**src/hdl/prmi_map.svh**
```systemverilog
// register selects, field positions, reset values and timing counts
`ifndef PRMI_MAP_SVH
`define PRMI_MAP_SVH

`define PRMI_SEL_CFG        2'h0
`define PRMI_SEL_ID         2'h1
`define PRMI_SEL_ECC        2'h2

`define PRMI_CFG_SLEEP_BIT  15
`define PRMI_CFG_PRE_BIT    8
`define PRMI_CFG_RSVD_MASK  16'h0E04
`define PRMI_CFG_RESET      16'hF052

`define PRMI_ECC_ON_BIT     15
`define PRMI_ECC_ERREN_BIT  14
`define PRMI_ECC_TYPE_HI    13
`define PRMI_ECC_TYPE_LO    12
`define PRMI_ECC_HIST1_BIT  11
`define PRMI_ECC_HIST2_BIT  10
`define PRMI_ECC_CLR_BIT    9
`define PRMI_ECC_RESET      16'hE000

`define PRMI_TYPE_SINGLE    2'h0
`define PRMI_TYPE_DOUBLE    2'h1
`define PRMI_TYPE_ANY       2'h2

`define PRMI_CLK_MHZ        25
`define PRMI_ENTRY_US       150
`define PRMI_EXIT_NS        200
`define PRMI_WAKE_US        150
`define PRMI_ENTRY_CYC      (`PRMI_ENTRY_US * `PRMI_CLK_MHZ)
`define PRMI_EXIT_CYC       ((`PRMI_EXIT_NS * `PRMI_CLK_MHZ + 999) / 1000)
`define PRMI_WAKE_CYC       (`PRMI_WAKE_US * `PRMI_CLK_MHZ)

`endif

```
**src/hdl/prmi_pkg.sv**
```systemverilog
// shared types of the mode, identity and error-correction registers
package prmi_pkg;

  typedef struct packed {
    logic        wr;
    logic        rd;
    logic [1:0]  sel;
    logic [15:0] wdata;
  } prmi_reg_req_type;

  typedef struct packed {
    logic single;
    logic double;
  } prmi_ecc_evt_type;

  typedef struct packed {
    logic burst;
    logic preSlot;
    logic dataSlot;
  } prmi_rd_slot_type;

  typedef enum logic [2:0] {
    ST_ACTIVE = 3'b000,
    ST_ENTER  = 3'b001,
    ST_SLEEP  = 3'b010,
    ST_EXIT   = 3'b011,
    ST_WAKE   = 3'b100
  } prmi_state_type;

endpackage

```
**src/hdl/prmi_regs.sv**
```systemverilog
// mode, identity and error-correction registers with deep sleep control
`timescale 1ns/1ns
`include "prmi_map.svh"
module prmi_regs
  import prmi_pkg::*;
#(
  parameter logic [2:0] VOLT_CLASS = 3'h0,  // 000 low supply, 001 high supply
  parameter int         ROW_BITS   = 14,    // row address bit count
  parameter int         COL_BITS   = 10,    // column address bit count
  parameter logic [3:0] MAKER_CODE = 4'h5,  // arbitrary value
  parameter int         ENTRY_CYC  = `PRMI_ENTRY_CYC,
  parameter int         EXIT_CYC   = `PRMI_EXIT_CYC,
  parameter int         WAKE_CYC   = `PRMI_WAKE_CYC,
  parameter int         CNT_W      = 12
)(
  input  wire logic             clock,      // system clock, 25 MHz
  input  wire logic             rst_n,      // async reset, active low
  input  wire logic             csPin_n,    // chip select pin, active low
  input  wire prmi_reg_req_type regReq,     // register access from link logic
  input  wire prmi_ecc_evt_type eccEvt,     // correction events, next-cycle word
  input  wire prmi_rd_slot_type rdSlot,     // read slot plan, next cycle
  output logic [15:0]           regRdata,   // register read data
  output logic                  regRvalid,  // read data valid pulse
  output logic [15:0]           cfgWord,    // config word to neighbours
  output logic                  eccEnable,  // correction enabled
  output logic                  deepSleep,  // in any deep sleep phase
  output logic                  lowPower,   // at low-power level
  output logic                  linkReady,  // accesses accepted
  output logic                  arrayLost,  // pulse: stored data now undefined
  output logic                  strobeOut,  // strobe pin output
  output logic                  strobeOe,   // strobe pin drive enable
  output logic                  errOut      // error event pin
);

  localparam logic [15:0] ID_WORD = {VOLT_CLASS, 5'(ROW_BITS - 1), 4'(COL_BITS - 1),
                                     MAKER_CODE};

  prmi_state_type   state;
  prmi_state_type   next_state;
  logic [CNT_W-1:0] phaseCnt;
  logic             csMeta;
  logic             csSync;
  logic [15:0]      eccCtl;
  logic             hist1;
  logic             hist2;
  logic             errFlag;
  logic             cfgWr;
  logic             eccWr;
  logic             clrHit;
  logic             sleepCmd;
  logic             evtHit;
  logic [15:0]      next_ecc;
  logic             next_hist1;
  logic             next_hist2;
  logic             next_err;

  function automatic logic type_match(input logic [1:0] sel, input prmi_ecc_evt_type e);
    case (sel)
      `PRMI_TYPE_SINGLE: type_match = e.single;
      `PRMI_TYPE_DOUBLE: type_match = e.double;
      `PRMI_TYPE_ANY:    type_match = e.single | e.double;
      default:           type_match = 1'b0;
    endcase
  endfunction

  // chip select pin synchroniser
  always_ff @(posedge clock or negedge rst_n) begin
    if (!rst_n) begin
      csMeta <= 1'b1;
      csSync <= 1'b1;
    end else begin
      csMeta <= csPin_n;
      csSync <= csMeta;
    end
  end

  assign cfgWr    = regReq.wr && (regReq.sel == `PRMI_SEL_CFG) && (state == ST_ACTIVE);
  assign eccWr    = regReq.wr && (regReq.sel == `PRMI_SEL_ECC) && (state == ST_ACTIVE);
  assign sleepCmd = cfgWr && !regReq.wdata[`PRMI_CFG_SLEEP_BIT];
  assign clrHit   = eccWr && regReq.wdata[`PRMI_ECC_CLR_BIT];

  // deep sleep sequencing
  always_comb begin
    next_state = state;
    case (state)
      ST_ACTIVE: begin
        if (sleepCmd) begin
          next_state = ST_ENTER;
        end
      end
      ST_ENTER: begin
        if (phaseCnt == CNT_W'(ENTRY_CYC - 1)) begin
          next_state = ST_SLEEP;
        end
      end
      ST_SLEEP: begin
        if (!csSync) begin
          next_state = ST_EXIT;
        end
      end
      ST_EXIT: begin
        if (csSync) begin
          next_state = (phaseCnt >= CNT_W'(EXIT_CYC)) ? ST_WAKE : ST_SLEEP;
        end
      end
      ST_WAKE: begin
        // pin sync and exit decision already used three cycles of the budget
        if (phaseCnt == CNT_W'(WAKE_CYC - 4)) begin
          next_state = ST_ACTIVE;
        end
      end
      default: next_state = ST_ACTIVE;
    endcase
  end

  always_ff @(posedge clock or negedge rst_n) begin
    if (!rst_n) begin
      state <= ST_ACTIVE;
    end else begin
      state <= next_state;
    end
  end

  // phase timer; restarts on each state change, counts low cycles in exit
  always_ff @(posedge clock or negedge rst_n) begin
    if (!rst_n) begin
      phaseCnt <= '0;
    end else if (next_state != state) begin
      phaseCnt <= (next_state == ST_EXIT) ? CNT_W'(1) : '0;
    end else if (phaseCnt != '1) begin
      phaseCnt <= phaseCnt + CNT_W'(1);
    end
  end

  always_ff @(posedge clock or negedge rst_n) begin
    if (!rst_n) begin
      deepSleep <= 1'b0;
      lowPower  <= 1'b0;
      linkReady <= 1'b1;
      arrayLost <= 1'b0;
    end else begin
      deepSleep <= next_state != ST_ACTIVE;
      lowPower  <= (next_state == ST_SLEEP) || (next_state == ST_EXIT);
      linkReady <= next_state == ST_ACTIVE;
      arrayLost <= (state == ST_WAKE) && (next_state == ST_ACTIVE);
    end
  end

  // config word; bit 15 shows 0 from the clearing write until wakeup ends
  always_ff @(posedge clock or negedge rst_n) begin
    if (!rst_n) begin
      cfgWord <= `PRMI_CFG_RESET;
    end else if (cfgWr) begin
      cfgWord <= regReq.wdata & ~`PRMI_CFG_RSVD_MASK;
    end else if ((state == ST_WAKE) && (next_state == ST_ACTIVE)) begin
      cfgWord[`PRMI_CFG_SLEEP_BIT] <= 1'b1;
    end
  end

  // error register control fields
  always_comb begin
    next_ecc = eccCtl;
    if (eccWr) begin
      next_ecc = {regReq.wdata[15:12], 12'h000};
    end
  end

  always_ff @(posedge clock or negedge rst_n) begin
    if (!rst_n) begin
      eccCtl <= `PRMI_ECC_RESET;
    end else begin
      eccCtl <= next_ecc;
    end
  end

  assign eccEnable = eccCtl[`PRMI_ECC_ON_BIT];
  assign evtHit    = eccEnable && type_match(eccCtl[13:12], eccEvt);

  // history and sticky error flag; a new event wins over a clear
  always_comb begin
    next_hist1 = hist1;
    next_hist2 = hist2;
    next_err   = errFlag;
    if (clrHit) begin
      next_hist1 = 1'b0;
      next_hist2 = 1'b0;
      next_err   = 1'b0;
    end
    if (eccEnable && eccEvt.single) begin
      next_hist1 = 1'b1;
    end
    if (eccEnable && eccEvt.double) begin
      next_hist2 = 1'b1;
    end
    if (evtHit) begin
      next_err = 1'b1;
    end
  end

  always_ff @(posedge clock or negedge rst_n) begin
    if (!rst_n) begin
      hist1   <= 1'b0;
      hist2   <= 1'b0;
      errFlag <= 1'b0;
    end else begin
      hist1   <= next_hist1;
      hist2   <= next_hist2;
      errFlag <= next_err;
    end
  end

  // pin rises with the event's word, gated by both enables
  always_ff @(posedge clock or negedge rst_n) begin
    if (!rst_n) begin
      errOut <= 1'b0;
    end else begin
      errOut <= next_err && next_ecc[`PRMI_ECC_ON_BIT] && next_ecc[`PRMI_ECC_ERREN_BIT];
    end
  end

  // register read port, answered one cycle after the request
  always_ff @(posedge clock or negedge rst_n) begin
    if (!rst_n) begin
      regRdata  <= 16'h0000;
      regRvalid <= 1'b0;
    end else begin
      regRvalid <= regReq.rd && (state == ST_ACTIVE);
      if (regReq.rd && (state == ST_ACTIVE)) begin
        case (regReq.sel)
          `PRMI_SEL_CFG: regRdata <= cfgWord;
          `PRMI_SEL_ID:  regRdata <= ID_WORD;
          `PRMI_SEL_ECC: regRdata <= {eccCtl[15:12], hist1, hist2, 10'h000};
          default:       regRdata <= 16'h0000;
        endcase
      end
    end
  end

  prmi_strobe_gen u_strobe (
    .clock     (clock),
    .rst_n     (rst_n),
    .slot      (rdSlot),
    .preEnable (cfgWord[`PRMI_CFG_PRE_BIT]),
    .strobeOut (strobeOut),
    .strobeOe  (strobeOe)
  );

  // helper counters and registered select read only by assertions
  logic [CNT_W-1:0] aEnterAge;
  logic [CNT_W-1:0] aWakeAge;
  logic [1:0]       aSelQ;

  always_ff @(posedge clock or negedge rst_n) begin
    if (!rst_n) begin
      aEnterAge <= '0;
      aWakeAge  <= '0;
      aSelQ     <= 2'h0;
    end else begin
      aEnterAge <= (state == ST_ENTER) ? aEnterAge + CNT_W'(1) : '0;
      aWakeAge  <= (state == ST_WAKE) ? aWakeAge + CNT_W'(1) : '0;
      aSelQ     <= regReq.sel;
    end
  end

  property p_enter_cmd;
    @(posedge clock) disable iff (!rst_n)
      sleepCmd |=> (state == ST_ENTER) && !cfgWord[`PRMI_CFG_SLEEP_BIT] ##1 deepSleep;
  endproperty
  a_enter_cmd: assert property (p_enter_cmd) else $error("sleep write not taken");

  property p_entry_time;
    @(posedge clock) disable iff (!rst_n)
      $rose(lowPower) |-> $past(aEnterAge) == CNT_W'(ENTRY_CYC - 1);
  endproperty
  a_entry_time: assert property (p_entry_time) else $error("low power reached early");

  property p_short_pulse;
    @(posedge clock) disable iff (!rst_n)
      (state == ST_EXIT) && csSync && (phaseCnt < CNT_W'(EXIT_CYC)) |=> state == ST_SLEEP;
  endproperty
  a_short_pulse: assert property (p_short_pulse) else $error("short pulse woke device");

  property p_wake_bound;
    @(posedge clock) disable iff (!rst_n)
      aWakeAge <= CNT_W'(WAKE_CYC - 3);
  endproperty
  a_wake_bound: assert property (p_wake_bound) else $error("wakeup too long");

  property p_no_access;
    @(posedge clock) disable iff (!rst_n)
      regReq.rd && !linkReady |=> !regRvalid;
  endproperty
  a_no_access: assert property (p_no_access) else $error("access taken while asleep");

  property p_lost;
    @(posedge clock) disable iff (!rst_n)
      $fell(deepSleep) |-> arrayLost && linkReady;
  endproperty
  a_lost: assert property (p_lost) else $error("array loss not reported");

  property p_id;
    @(posedge clock) disable iff (!rst_n)
      regRvalid && (aSelQ == `PRMI_SEL_ID) |-> regRdata == ID_WORD;
  endproperty
  a_id: assert property (p_id) else $error("identity word changed");

  property p_err_gate;
    @(posedge clock) disable iff (!rst_n)
      errOut |-> eccCtl[`PRMI_ECC_ON_BIT] && eccCtl[`PRMI_ECC_ERREN_BIT];
  endproperty
  a_err_gate: assert property (p_err_gate) else $error("error pin with correction off");

  property p_err_fast;
    @(posedge clock) disable iff (!rst_n)
      evtHit && next_ecc[`PRMI_ECC_ERREN_BIT] && next_ecc[`PRMI_ECC_ON_BIT] |=> errOut;
  endproperty
  a_err_fast: assert property (p_err_fast) else $error("error pin late");

  property p_err_hold;
    @(posedge clock) disable iff (!rst_n)
      $fell(errOut) |-> $past(clrHit) || !(eccCtl[15] && eccCtl[14]);
  endproperty
  a_err_hold: assert property (p_err_hold) else $error("error pin dropped");

  property p_clear;
    @(posedge clock) disable iff (!rst_n)
      clrHit && !eccEvt.single && !eccEvt.double |=> !hist1 && !hist2 && !errOut;
  endproperty
  a_clear: assert property (p_clear) else $error("clear left history");

  property p_ecc_read;
    @(posedge clock) disable iff (!rst_n)
      regRvalid && (aSelQ == `PRMI_SEL_ECC) |-> regRdata[9:0] == 10'h000;
  endproperty
  a_ecc_read: assert property (p_ecc_read) else $error("reserved bits not zero");

  property p_cov_sleep;
    @(posedge clock) disable iff (!rst_n)
      $rose(lowPower);
  endproperty
  c_cov_sleep: cover property (p_cov_sleep);

  property p_cov_wake;
    @(posedge clock) disable iff (!rst_n)
      arrayLost;
  endproperty
  c_cov_wake: cover property (p_cov_wake);

  property p_cov_err;
    @(posedge clock) disable iff (!rst_n)
      $rose(errOut) ##[1:20] clrHit;
  endproperty
  c_cov_err: cover property (p_cov_err);

endmodule

```
**src/hdl/prmi_strobe_gen.sv**
```systemverilog
// read strobe generator with optional dummy pre-cycle
`timescale 1ns/1ns
module prmi_strobe_gen
  import prmi_pkg::*;
(
  input  wire logic             clock,     // system clock
  input  wire logic             rst_n,     // async reset, active low
  input  wire prmi_rd_slot_type slot,      // next-cycle read slot plan
  input  wire logic             preEnable, // dummy pre-cycle selected
  output logic                  strobeOut, // strobe pin output
  output logic                  strobeOe   // strobe pin drive enable
);

  logic active;

  assign active = slot.dataSlot | (slot.preSlot & preEnable);

  always_ff @(posedge clock or negedge rst_n) begin
    if (!rst_n) begin
      strobeOut <= 1'b0;
    end else if (active) begin
      strobeOut <= ~strobeOut;
    end else begin
      strobeOut <= 1'b0;
    end
  end

  always_ff @(posedge clock or negedge rst_n) begin
    if (!rst_n) begin
      strobeOe <= 1'b0;
    end else begin
      strobeOe <= slot.burst;
    end
  end

  property p_no_pre;
    @(posedge clock) disable iff (!rst_n)
      slot.preSlot && !preEnable && !slot.dataSlot |=> !strobeOut;
  endproperty
  a_no_pre: assert property (p_no_pre) else $error("strobe toggled in pre-cycle");

  property p_pre;
    @(posedge clock) disable iff (!rst_n)
      slot.preSlot && preEnable && !strobeOut |=> strobeOut;
  endproperty
  a_pre: assert property (p_pre) else $error("dummy pre-cycle strobe missing");

  property p_drive;
    @(posedge clock) disable iff (!rst_n)
      slot.burst |=> strobeOe;
  endproperty
  a_drive: assert property (p_drive) else $error("strobe not driven during read");

  property p_cov_pre;
    @(posedge clock) disable iff (!rst_n)
      slot.preSlot && preEnable ##1 slot.dataSlot;
  endproperty
  c_cov_pre: cover property (p_cov_pre);

endmodule

```
**config.mk**
```make
export PLATFORM = sky130hd
export DESIGN_NAME = prmi_regs
export DESIGN_NICKNAME = d
export VERILOG_FILES = /design/src/hdl/prmi_pkg.sv /design/src/hdl/prmi_regs.sv /design/src/hdl/prmi_strobe_gen.sv
export VERILOG_INCLUDE_DIRS = /design/src /design/src/hdl
export SDC_FILE = /design/constraint.sdc
export NUM_CORES = 1
export LEC_CHECK = 0
export BUFFER_PORTS_ARGS = -buffer_cell sky130_fd_sc_hd__buf_2
export CORE_AREA = 2 2 92 94
export CTS_CLUSTER_SIZE = 40
export DETAILED_ROUTE_END_ITERATION = 10
export DIE_AREA = 0 0 94 96
export GPL_ROUTABILITY_DRIVEN = 0
export GPL_TIMING_DRIVEN = 0
export MAX_ROUTING_LAYER = met4
export PLACE_DENSITY = 0.63
export SLEW_MARGIN = 20
export SYNTH_ARGS = -nofsm -noshare
export SYNTH_HDL_FRONTEND = slang
export SYNTH_SLANG_ARGS = --single-unit
```
**constraint.sdc**
```tcl
create_clock -name clock -period 4.6 [get_ports clock]
set_clock_uncertainty 0.05 [all_clocks]
set_input_delay 1.15 -clock clock [delete_from_list [all_inputs] [get_ports clock]]
set_output_delay 1.15 -clock clock [all_outputs]
set_load 0.02 [all_outputs]
```
==> results of run 1 <==
## final cells by class
cell class / instances / area (um^2) / area share, %
repair buffers: 60 / 302.8 / 8.829
clock inverters: 4 / 72.57 / 2.116
plain buffers: 21 / 115.1 / 3.356
clock buffers: 12 / 155.1 / 4.524
well taps: 105 / 131.4 / 3.831
multi-input cells: 168 / 1130 / 32.94
inverters: 8 / 30.03 / 0.8756
flip-flops and latches: 59 / 1493 / 43.52
## metrics by stage
stage                     util, %  hold WS (ps)
after floorplan                 -         295.2
after CTS                   42.60         308.5
final                       42.60         307.2
after detailed placement    39.77         298.9
after global placement      39.74         296.9
after global routing        42.60         314.6
## synth_stat cells, types with 2 or more instances
| master | n | share of area (%) |
|---|---|---|
| a21oi_1 | 8 | 1.5 |
| a22o_1 | 3 | 0.95 |
| and3_1 | 5 | 1.1 |
| and4_1 | 3 | 0.95 |
| buf_1 | 2 | 0.27 |
| buf_2 | 5 | 0.91 |
| buf_4 | 6 | 1.6 |
| clkbuf_1 | 7 | 0.95 |
| dfrtp_1 | 46 | 42 |
| dfstp_2 | 13 | 12 |
| ha_1 | 4 | 1.8 |
| inv_1 | 8 | 1.1 |
| mux2_2 | 16 | 6.5 |
| mux2i_1 | 4 | 1.5 |
| nand2_1 | 26 | 3.5 |
| nand2b_1 | 3 | 0.68 |
| nand3_1 | 6 | 1.1 |
| nand3b_1 | 2 | 0.55 |
| nand4_1 | 5 | 1.1 |
| nor2_1 | 20 | 2.7 |
| nor2b_1 | 4 | 0.91 |
| nor3_1 | 6 | 1.1 |
| nor4_1 | 2 | 0.45 |
| o21ai_0 | 11 | 2.0 |
| o31ai_1 | 10 | 2.7 |
| or3b_1 | 2 | 0.64 |
| xor2_1 | 8 | 2.5 |
## metal layers
layer	vias up	part of all wire (%)
li1	1023	-
met3	8	6.5
met5	-	0
met4	0	1.1
met1	981	46
met2	86	46
## worst min path at each step
stage | from | to | slack (ps) | cells after the start
final | csMeta | csSync | 310 | 0
after global routing | csMeta | csSync | 310 | 0
after CTS | csMeta | csSync | 310 | 0
after detailed placement | csMeta | csSync | 300 | 0
after global placement | csMeta | csSync | 300 | 0
after floorplan | csMeta | csSync | 300 | 0
## cell families (layout without fill, tap and decap cells)
kind of cell,after synthesis,after routing,share of synthesized area (%)
fa+ha+maj,4,4,1.818
mux,20,20,8.000
simple gates,89,89,17.14
compound gates,41,41,10.55
other cells,1,5,0.1362
buf+inv,29,105,5.273
flops,59,59,54.23
xor+xnor,9,9,2.864
## sequential cells by signal, summed over array words and instances, names as in the netlist, 3 cells and up
register	cells
regRdata	15
cfgWord	12
phaseCnt	12
eccCtl	4
state	3
## critical path, delay by kind of cell
family | cells | cell delay (ps)
buf+inv | 2 | 300
simple gates | 2 | 720
compound gates | 3 | 450
## power groups by stage
stage | Sequential (mW) | Combinational, mW | Clock (mW)
after floorplan | 0.818 | 0.250 | 0
after global placement | 0.734 | 0.483 | 0
after detailed placement | 0.737 | 0.492 | 0
after CTS | 0.728 | 0.497 | 0.552
after global routing | 0.742 | 0.548 | 0.576
final | 0.727 | 0.490 | 0.535
==> flow_metrics.tcl, run 1 <==
set metrics [dict create \
    cp-startpoint "regReq[17]" \
    detail_route.wl_per_cell_um 13.51 \
    cts-resized-gates 0 \
    ctsHoldBuffers 0 \
    yosysWarnings 0 \
    dieArea_um2 9024 \
    period_share_pct 53.82 \
    dieHeight_um 96 \
    place_ws_ps 1774 \
    path_class "in -> reg" \
    port_buffers 60 \
    met1_usage_pct 16.83 \
    timing.fmax_mhz 403.9 \
    post-dp-hpwl_um 4117 \
    crit_path_top_delay_cell "or3b_1" \
    p_total_mw 1.752 \
    switching_share_pct 32.52 \
    status "finished clean" \
    setup_violations 0 \
    max-cap-violations 0 \
    gr-usage-met2_pct 22.68 \
    crit_end "phaseCnt[0]" \
    globalRouteOverflowTotal 0 \
    tightest_slew_ps 742.5 \
    nFillCells 814 \
    path_max_fanout 10 \
    ys_types 44 \
    firstDrtPassIters 4 \
    power_frac_seq_pct 41.5 \
    rr_startpoint "phaseCnt[0]" \
    nNetsFinal 359 \
    peakVddDrop_mv 0.1518 \
    rows 33 \
    coreArea_um2 8051 \
    p_sw_mw 0.5699 \
    grt_max_degree 60 \
    ioPinCount 69 \
    p_comb_share_pct 28.0 \
    finalSetupTns_ps 0 \
    worstPathCellList "buf_2 -> or3b_1 -> nor3_1 -> o31ai_1 -> o2111ai_2 -> buf_6 -> o32ai_2" \
    die_w_um 94 \
    period_needed_ps 2476 \
    grt_pass1_vias 2055 \
    drc_errors 0 \
    ys_ff_latch 59 \
    tritoncts "done" \
    cts_made_buffers 9 \
    wl_um 5906 \
    fin_area_um2 3430 \
    total_leakage_power_nw 1.620 \
    layout.cells.non_filler 437 \
    cts_root_buf "clkbuf_8" \
    initial_core_util_pct 34.19 \
    cts_max_level 3 \
    end_kind "flop" \
    dr_total_vias 2098 \
    placed_area_um2 3202 \
    start_kind "input pin" \
    rsz0062_at_grt "no" \
    p_per_area_nw_per_um2 510.9 \
    yosysSeqAreaShare_pct 54.23 \
    p_clk_share_pct 30.5 \
    worstPathRequired_ps 4760 \
    finalHoldViolations 0 \
    synth.avg_cell_area_um2 10.92 \
    p_int_mw 1.182 \
    vias_per_cell 4.801 \
    place_inst 421 \
    antenna_found_initial 0 \
    rrSetupSlack_ps 2490 \
    final_cell_mix "64 x buf_2, 46 x dfrtp_1, 26 x nand2_1, 20 x nor2_1, 16 x mux2_2" \
    netlist_instances 252 \
    antenna_cells 0 \
    relSlewSlack_pct 50.50 \
    clkTransAtPathRegs_ps 70 \
    fin_ws_ps 2124 \
    layout_commonest_cell "buf_2" \
    post_cts_buffers 0 \
    grt.busiest_layer "met2" \
    clock_sinks 59 \
    drt-initial-drc-count 103 \
    insertion_delay_ps 330 \
    grtUsageTotal_pct 14.02 \
    r2r_cells 8 \
    grtUsageMet3_pct 3.681 \
    synthArstFlopShare_pct 100.0 \
    cpPeakStageDelay_ps 390 \
    drtAntennaViolNets 0 \
    synth_edf_count 0 \
    drive_above_1_share_pct 36.45 \
    syn-cell-area_um2 2753 \
    r2r-end "phaseCnt[0]" \
    grt_pass1_wl_um 9611 \
    max-clock-path-buffers 2 \
    cp.arrival_ps 2630 \
    drv_slew 0 \
    hold_class "reg -> reg" \
    synth_ff_type "dfrtp_1" \
    syn_to_final_growth_pct 24.59 \
]
No activity file was read; power rests on OpenSTA's default activity.
==> run 2: changes to the inputs <==
--- a/config.mk
+++ b/config.mk
@@ -6,15 +6,16 @@
 export SDC_FILE = /design/constraint.sdc
 export NUM_CORES = 1
 export LEC_CHECK = 0
+export ABC_AREA = 1
 export BUFFER_PORTS_ARGS = -buffer_cell sky130_fd_sc_hd__buf_2
-export CORE_AREA = 2 2 92 94
+export CORE_AREA = 2 2 95 97
 export CTS_CLUSTER_SIZE = 40
 export DETAILED_ROUTE_END_ITERATION = 10
-export DIE_AREA = 0 0 94 96
+export DIE_AREA = 0 0 97 99
 export GPL_ROUTABILITY_DRIVEN = 0
 export GPL_TIMING_DRIVEN = 0
 export MAX_ROUTING_LAYER = met4
-export PLACE_DENSITY = 0.63
+export PLACE_DENSITY = 0.64
 export SLEW_MARGIN = 20
 export SYNTH_ARGS = -nofsm -noshare
 export SYNTH_HDL_FRONTEND = slang
==> constraint.sdc (replaced) <==
create_clock -name clock -period 2.2 [get_ports clock]
set_clock_uncertainty 0.05 [all_clocks]
set_input_delay 0.55 -clock clock [delete_from_list [all_inputs] [get_ports clock]]
set_output_delay 0.55 -clock clock [all_outputs]
set_load 0.02 [all_outputs]
==> flow_metrics.tcl, run 2 <==
set metrics [dict create \
    yosysSeqAreaShare_pct 51.05 \
    layout_commonest_cell "nand2_1" \
    peakVddDrop_mv 0.2661 \
    dieArea_um2 9603 \
    syn_to_final_growth_pct 22.08 \
    globalRouteOverflowTotal 0 \
    path_max_fanout 10 \
    grt_max_degree 60 \
    synth_most_common_cell "nand2_1" \
    r2r-end "phaseCnt[4]" \
    max-clock-path-buffers 2 \
    dr_total_vias 2409 \
    coreArea_um2 8551 \
    rrSetupSlack_ps 390 \
    synthArstFlopShare_pct 100.0 \
    final_cell_mix "97 x nand2_1, 61 x buf_2, 46 x dfrtp_1, 31 x inv_1, 26 x nor2_1" \
    drtAntennaViolNets 0 \
    drive_above_1_share_pct 31.59 \
    cts_root_buf "clkbuf_8" \
    vias_per_cell 4.554 \
    rr_startpoint "phaseCnt[0]" \
    nNetsFinal 448 \
    start_kind "flop" \
    dieHeight_um 99 \
    max-cap-violations 0 \
    placed_area_um2 3377 \
    timing.fmax_mhz 553.8 \
    setup_violations 0 \
    rsz0062_at_grt "no" \
    finalSetupTns_ps 0 \
    insertion_delay_ps 330 \
    drt-initial-drc-count 94 \
    tritoncts "done" \
    status "finished clean" \
    post_cts_buffers 0 \
    wl_um 6174 \
    finalHoldViolations 0 \
    grt_pass1_vias 2264 \
    synth_edf_count 0 \
    cts_made_buffers 9 \
    tightest_slew_ps 728.6 \
    largest_reg_flops 15 \
    antenna_cells 0 \
    path_class "reg -> reg" \
    crit_end "phaseCnt[4]" \
    yosysWarnings 0 \
    cp-startpoint "phaseCnt[0]" \
    reg.largest.list "regRdata: 15 flops, cfgWord: 12 flops, phaseCnt: 12 flops" \
    port_buffers 60 \
    synth.largest_area_cell "dfrtp_1" \
    synthTopCellsByArea "dfrtp_1 39%, nand2_1 12%, dfstp_2 12%" \
    post-dp-hpwl_um 4546 \
    ys_ff_latch 59 \
    ys_types 36 \
    synth.avg_cell_area_um2 8.575 \
    rows 34 \
    hold_class "in -> async" \
    r2r_cells 11 \
    firstDrtPassIters 4 \
    drc_errors 0 \
    cp.arrival_ps 1980 \
    detail_route.wl_per_cell_um 11.67 \
    cts_max_level 3 \
    antenna_found_initial 0 \
    synth_top_area_share_pct 39.37 \
    relSlewSlack_pct 51.42 \
    cts-resized-gates 0 \
    end_kind "flop" \
    regMostFlops "regRdata" \
    initial_core_util_pct 34.20 \
    ctsHoldBuffers 0 \
    grt_pass1_wl_um 10630 \
    grtUsageTotal_pct 13.87 \
    drv_slew 0 \
    die_w_um 97 \
    period_share_pct 82.08 \
    clock_sinks 59 \
    worstPathRequired_ps 2370 \
    netlist_instances 341 \
    total_leakage_power_nw 1.810 \
    clkTransAtPathRegs_ps 70 \
    ioPinCount 69 \
    p_per_area_nw_per_um2 609.6 \
    nFillCells 878 \
    fin_area_um2 3570 \
    syn-cell-area_um2 2924 \
    yosys-top-cells-count "97 x nand2_1, 46 x dfrtp_1, 31 x inv_1" \
    period_needed_ps 1806 \
    synth_ff_type "dfrtp_1" \
]
[run 2: metal layers]
metal / share of wire [%] / wire [um] / GRT usage (%) / up-vias
met5: 0 / 0 / - / -
met3: 6.9 / 424 / 4.113 / 6
li1: - / - / - / 1224
met4: 0.75 / 46 / 4.334 / 0
met2: 45 / 2780 / 20.89 / 75
met1: 47 / 2922 / 18.12 / 1104
[run 2: logic make-up (layout without fill, tap and decap cells)]
family	after synthesis	count (layout)	synth area share [%]
XOR/XNOR	5	5	1.498
other	1	5	0.1282
AO/OA/AOI/OAI	41	41	8.388
buffers and inverters	48	124	7.017
flip-flops	59	59	51.05
AND/OR/NAND/NOR	183	183	30.21
adder cells (fa/ha/maj)	4	4	1.712
[run 2: how the worst min path moves through the flow]
stage | startpoint | slack (ps) | end | cells past startpoint
finish | rst_n | 230 | hist2 | 1
detailed placement | csMeta | 300 | csSync | 0
floorplan | rst_n | 200 | arrayLost | 0
global route | csPin_n | 250 | csMeta | 1
global placement | csMeta | 300 | csSync | 0
CTS | csPin_n | 240 | csMeta | 1
[run 2: metrics by stage]
stage          utilization (%)  total power, mW  setup slack, ps  hold slack [ps]  cells
2_1_floorplan                -            1.171            601.0            204.4    345
3_3_place_gp             39.46            1.231            288.3            296.8    513
3_5_place_dp             39.49            1.232            269.1            298.1    513
4_1_cts                  41.75            2.215            366.1            244.2    529
5_1_grt                  41.75            2.264            194.1            245.6    529
6_report                 41.75            2.176            394.3            233.1    529
[run 2: power breakdown]
| group | switching [mW] | internal [mW] |
|---|---|---|
| registers | 0.00735 | 1.10 |
| clock network | 0.447 | 0.518 |
| logic | 0.0684 | 0.0353 |
[run 2: final cells by class]
| class | count | area (um^2) | area share, % |
|---|---|---|---|
| clock buffer | 9 | 123.9 | 3.470 |
| sequential | 59 | 1493 | 41.82 |
| multi-input combinational | 238 | 1241 | 34.77 |
| buffer | 12 | 70.07 | 1.963 |
| timing repair buffer | 60 | 302.8 | 8.482 |
| tap | 108 | 135.1 | 3.786 |
| clock inverter | 7 | 68.82 | 1.928 |
| inverter | 36 | 135.1 | 3.786 |
[run 2: critical path, cell delays in order, from the launching register on]
cell and delay [ps]:
dfrtp_1 460, inv_1 150, ha_1 160, inv_1 40
nor2_1 70, nor2_1 40, nor2_1 80, nand2_1 70
nand3_1 130, nand3_2 190, nand2_8 190, nor2_4 50
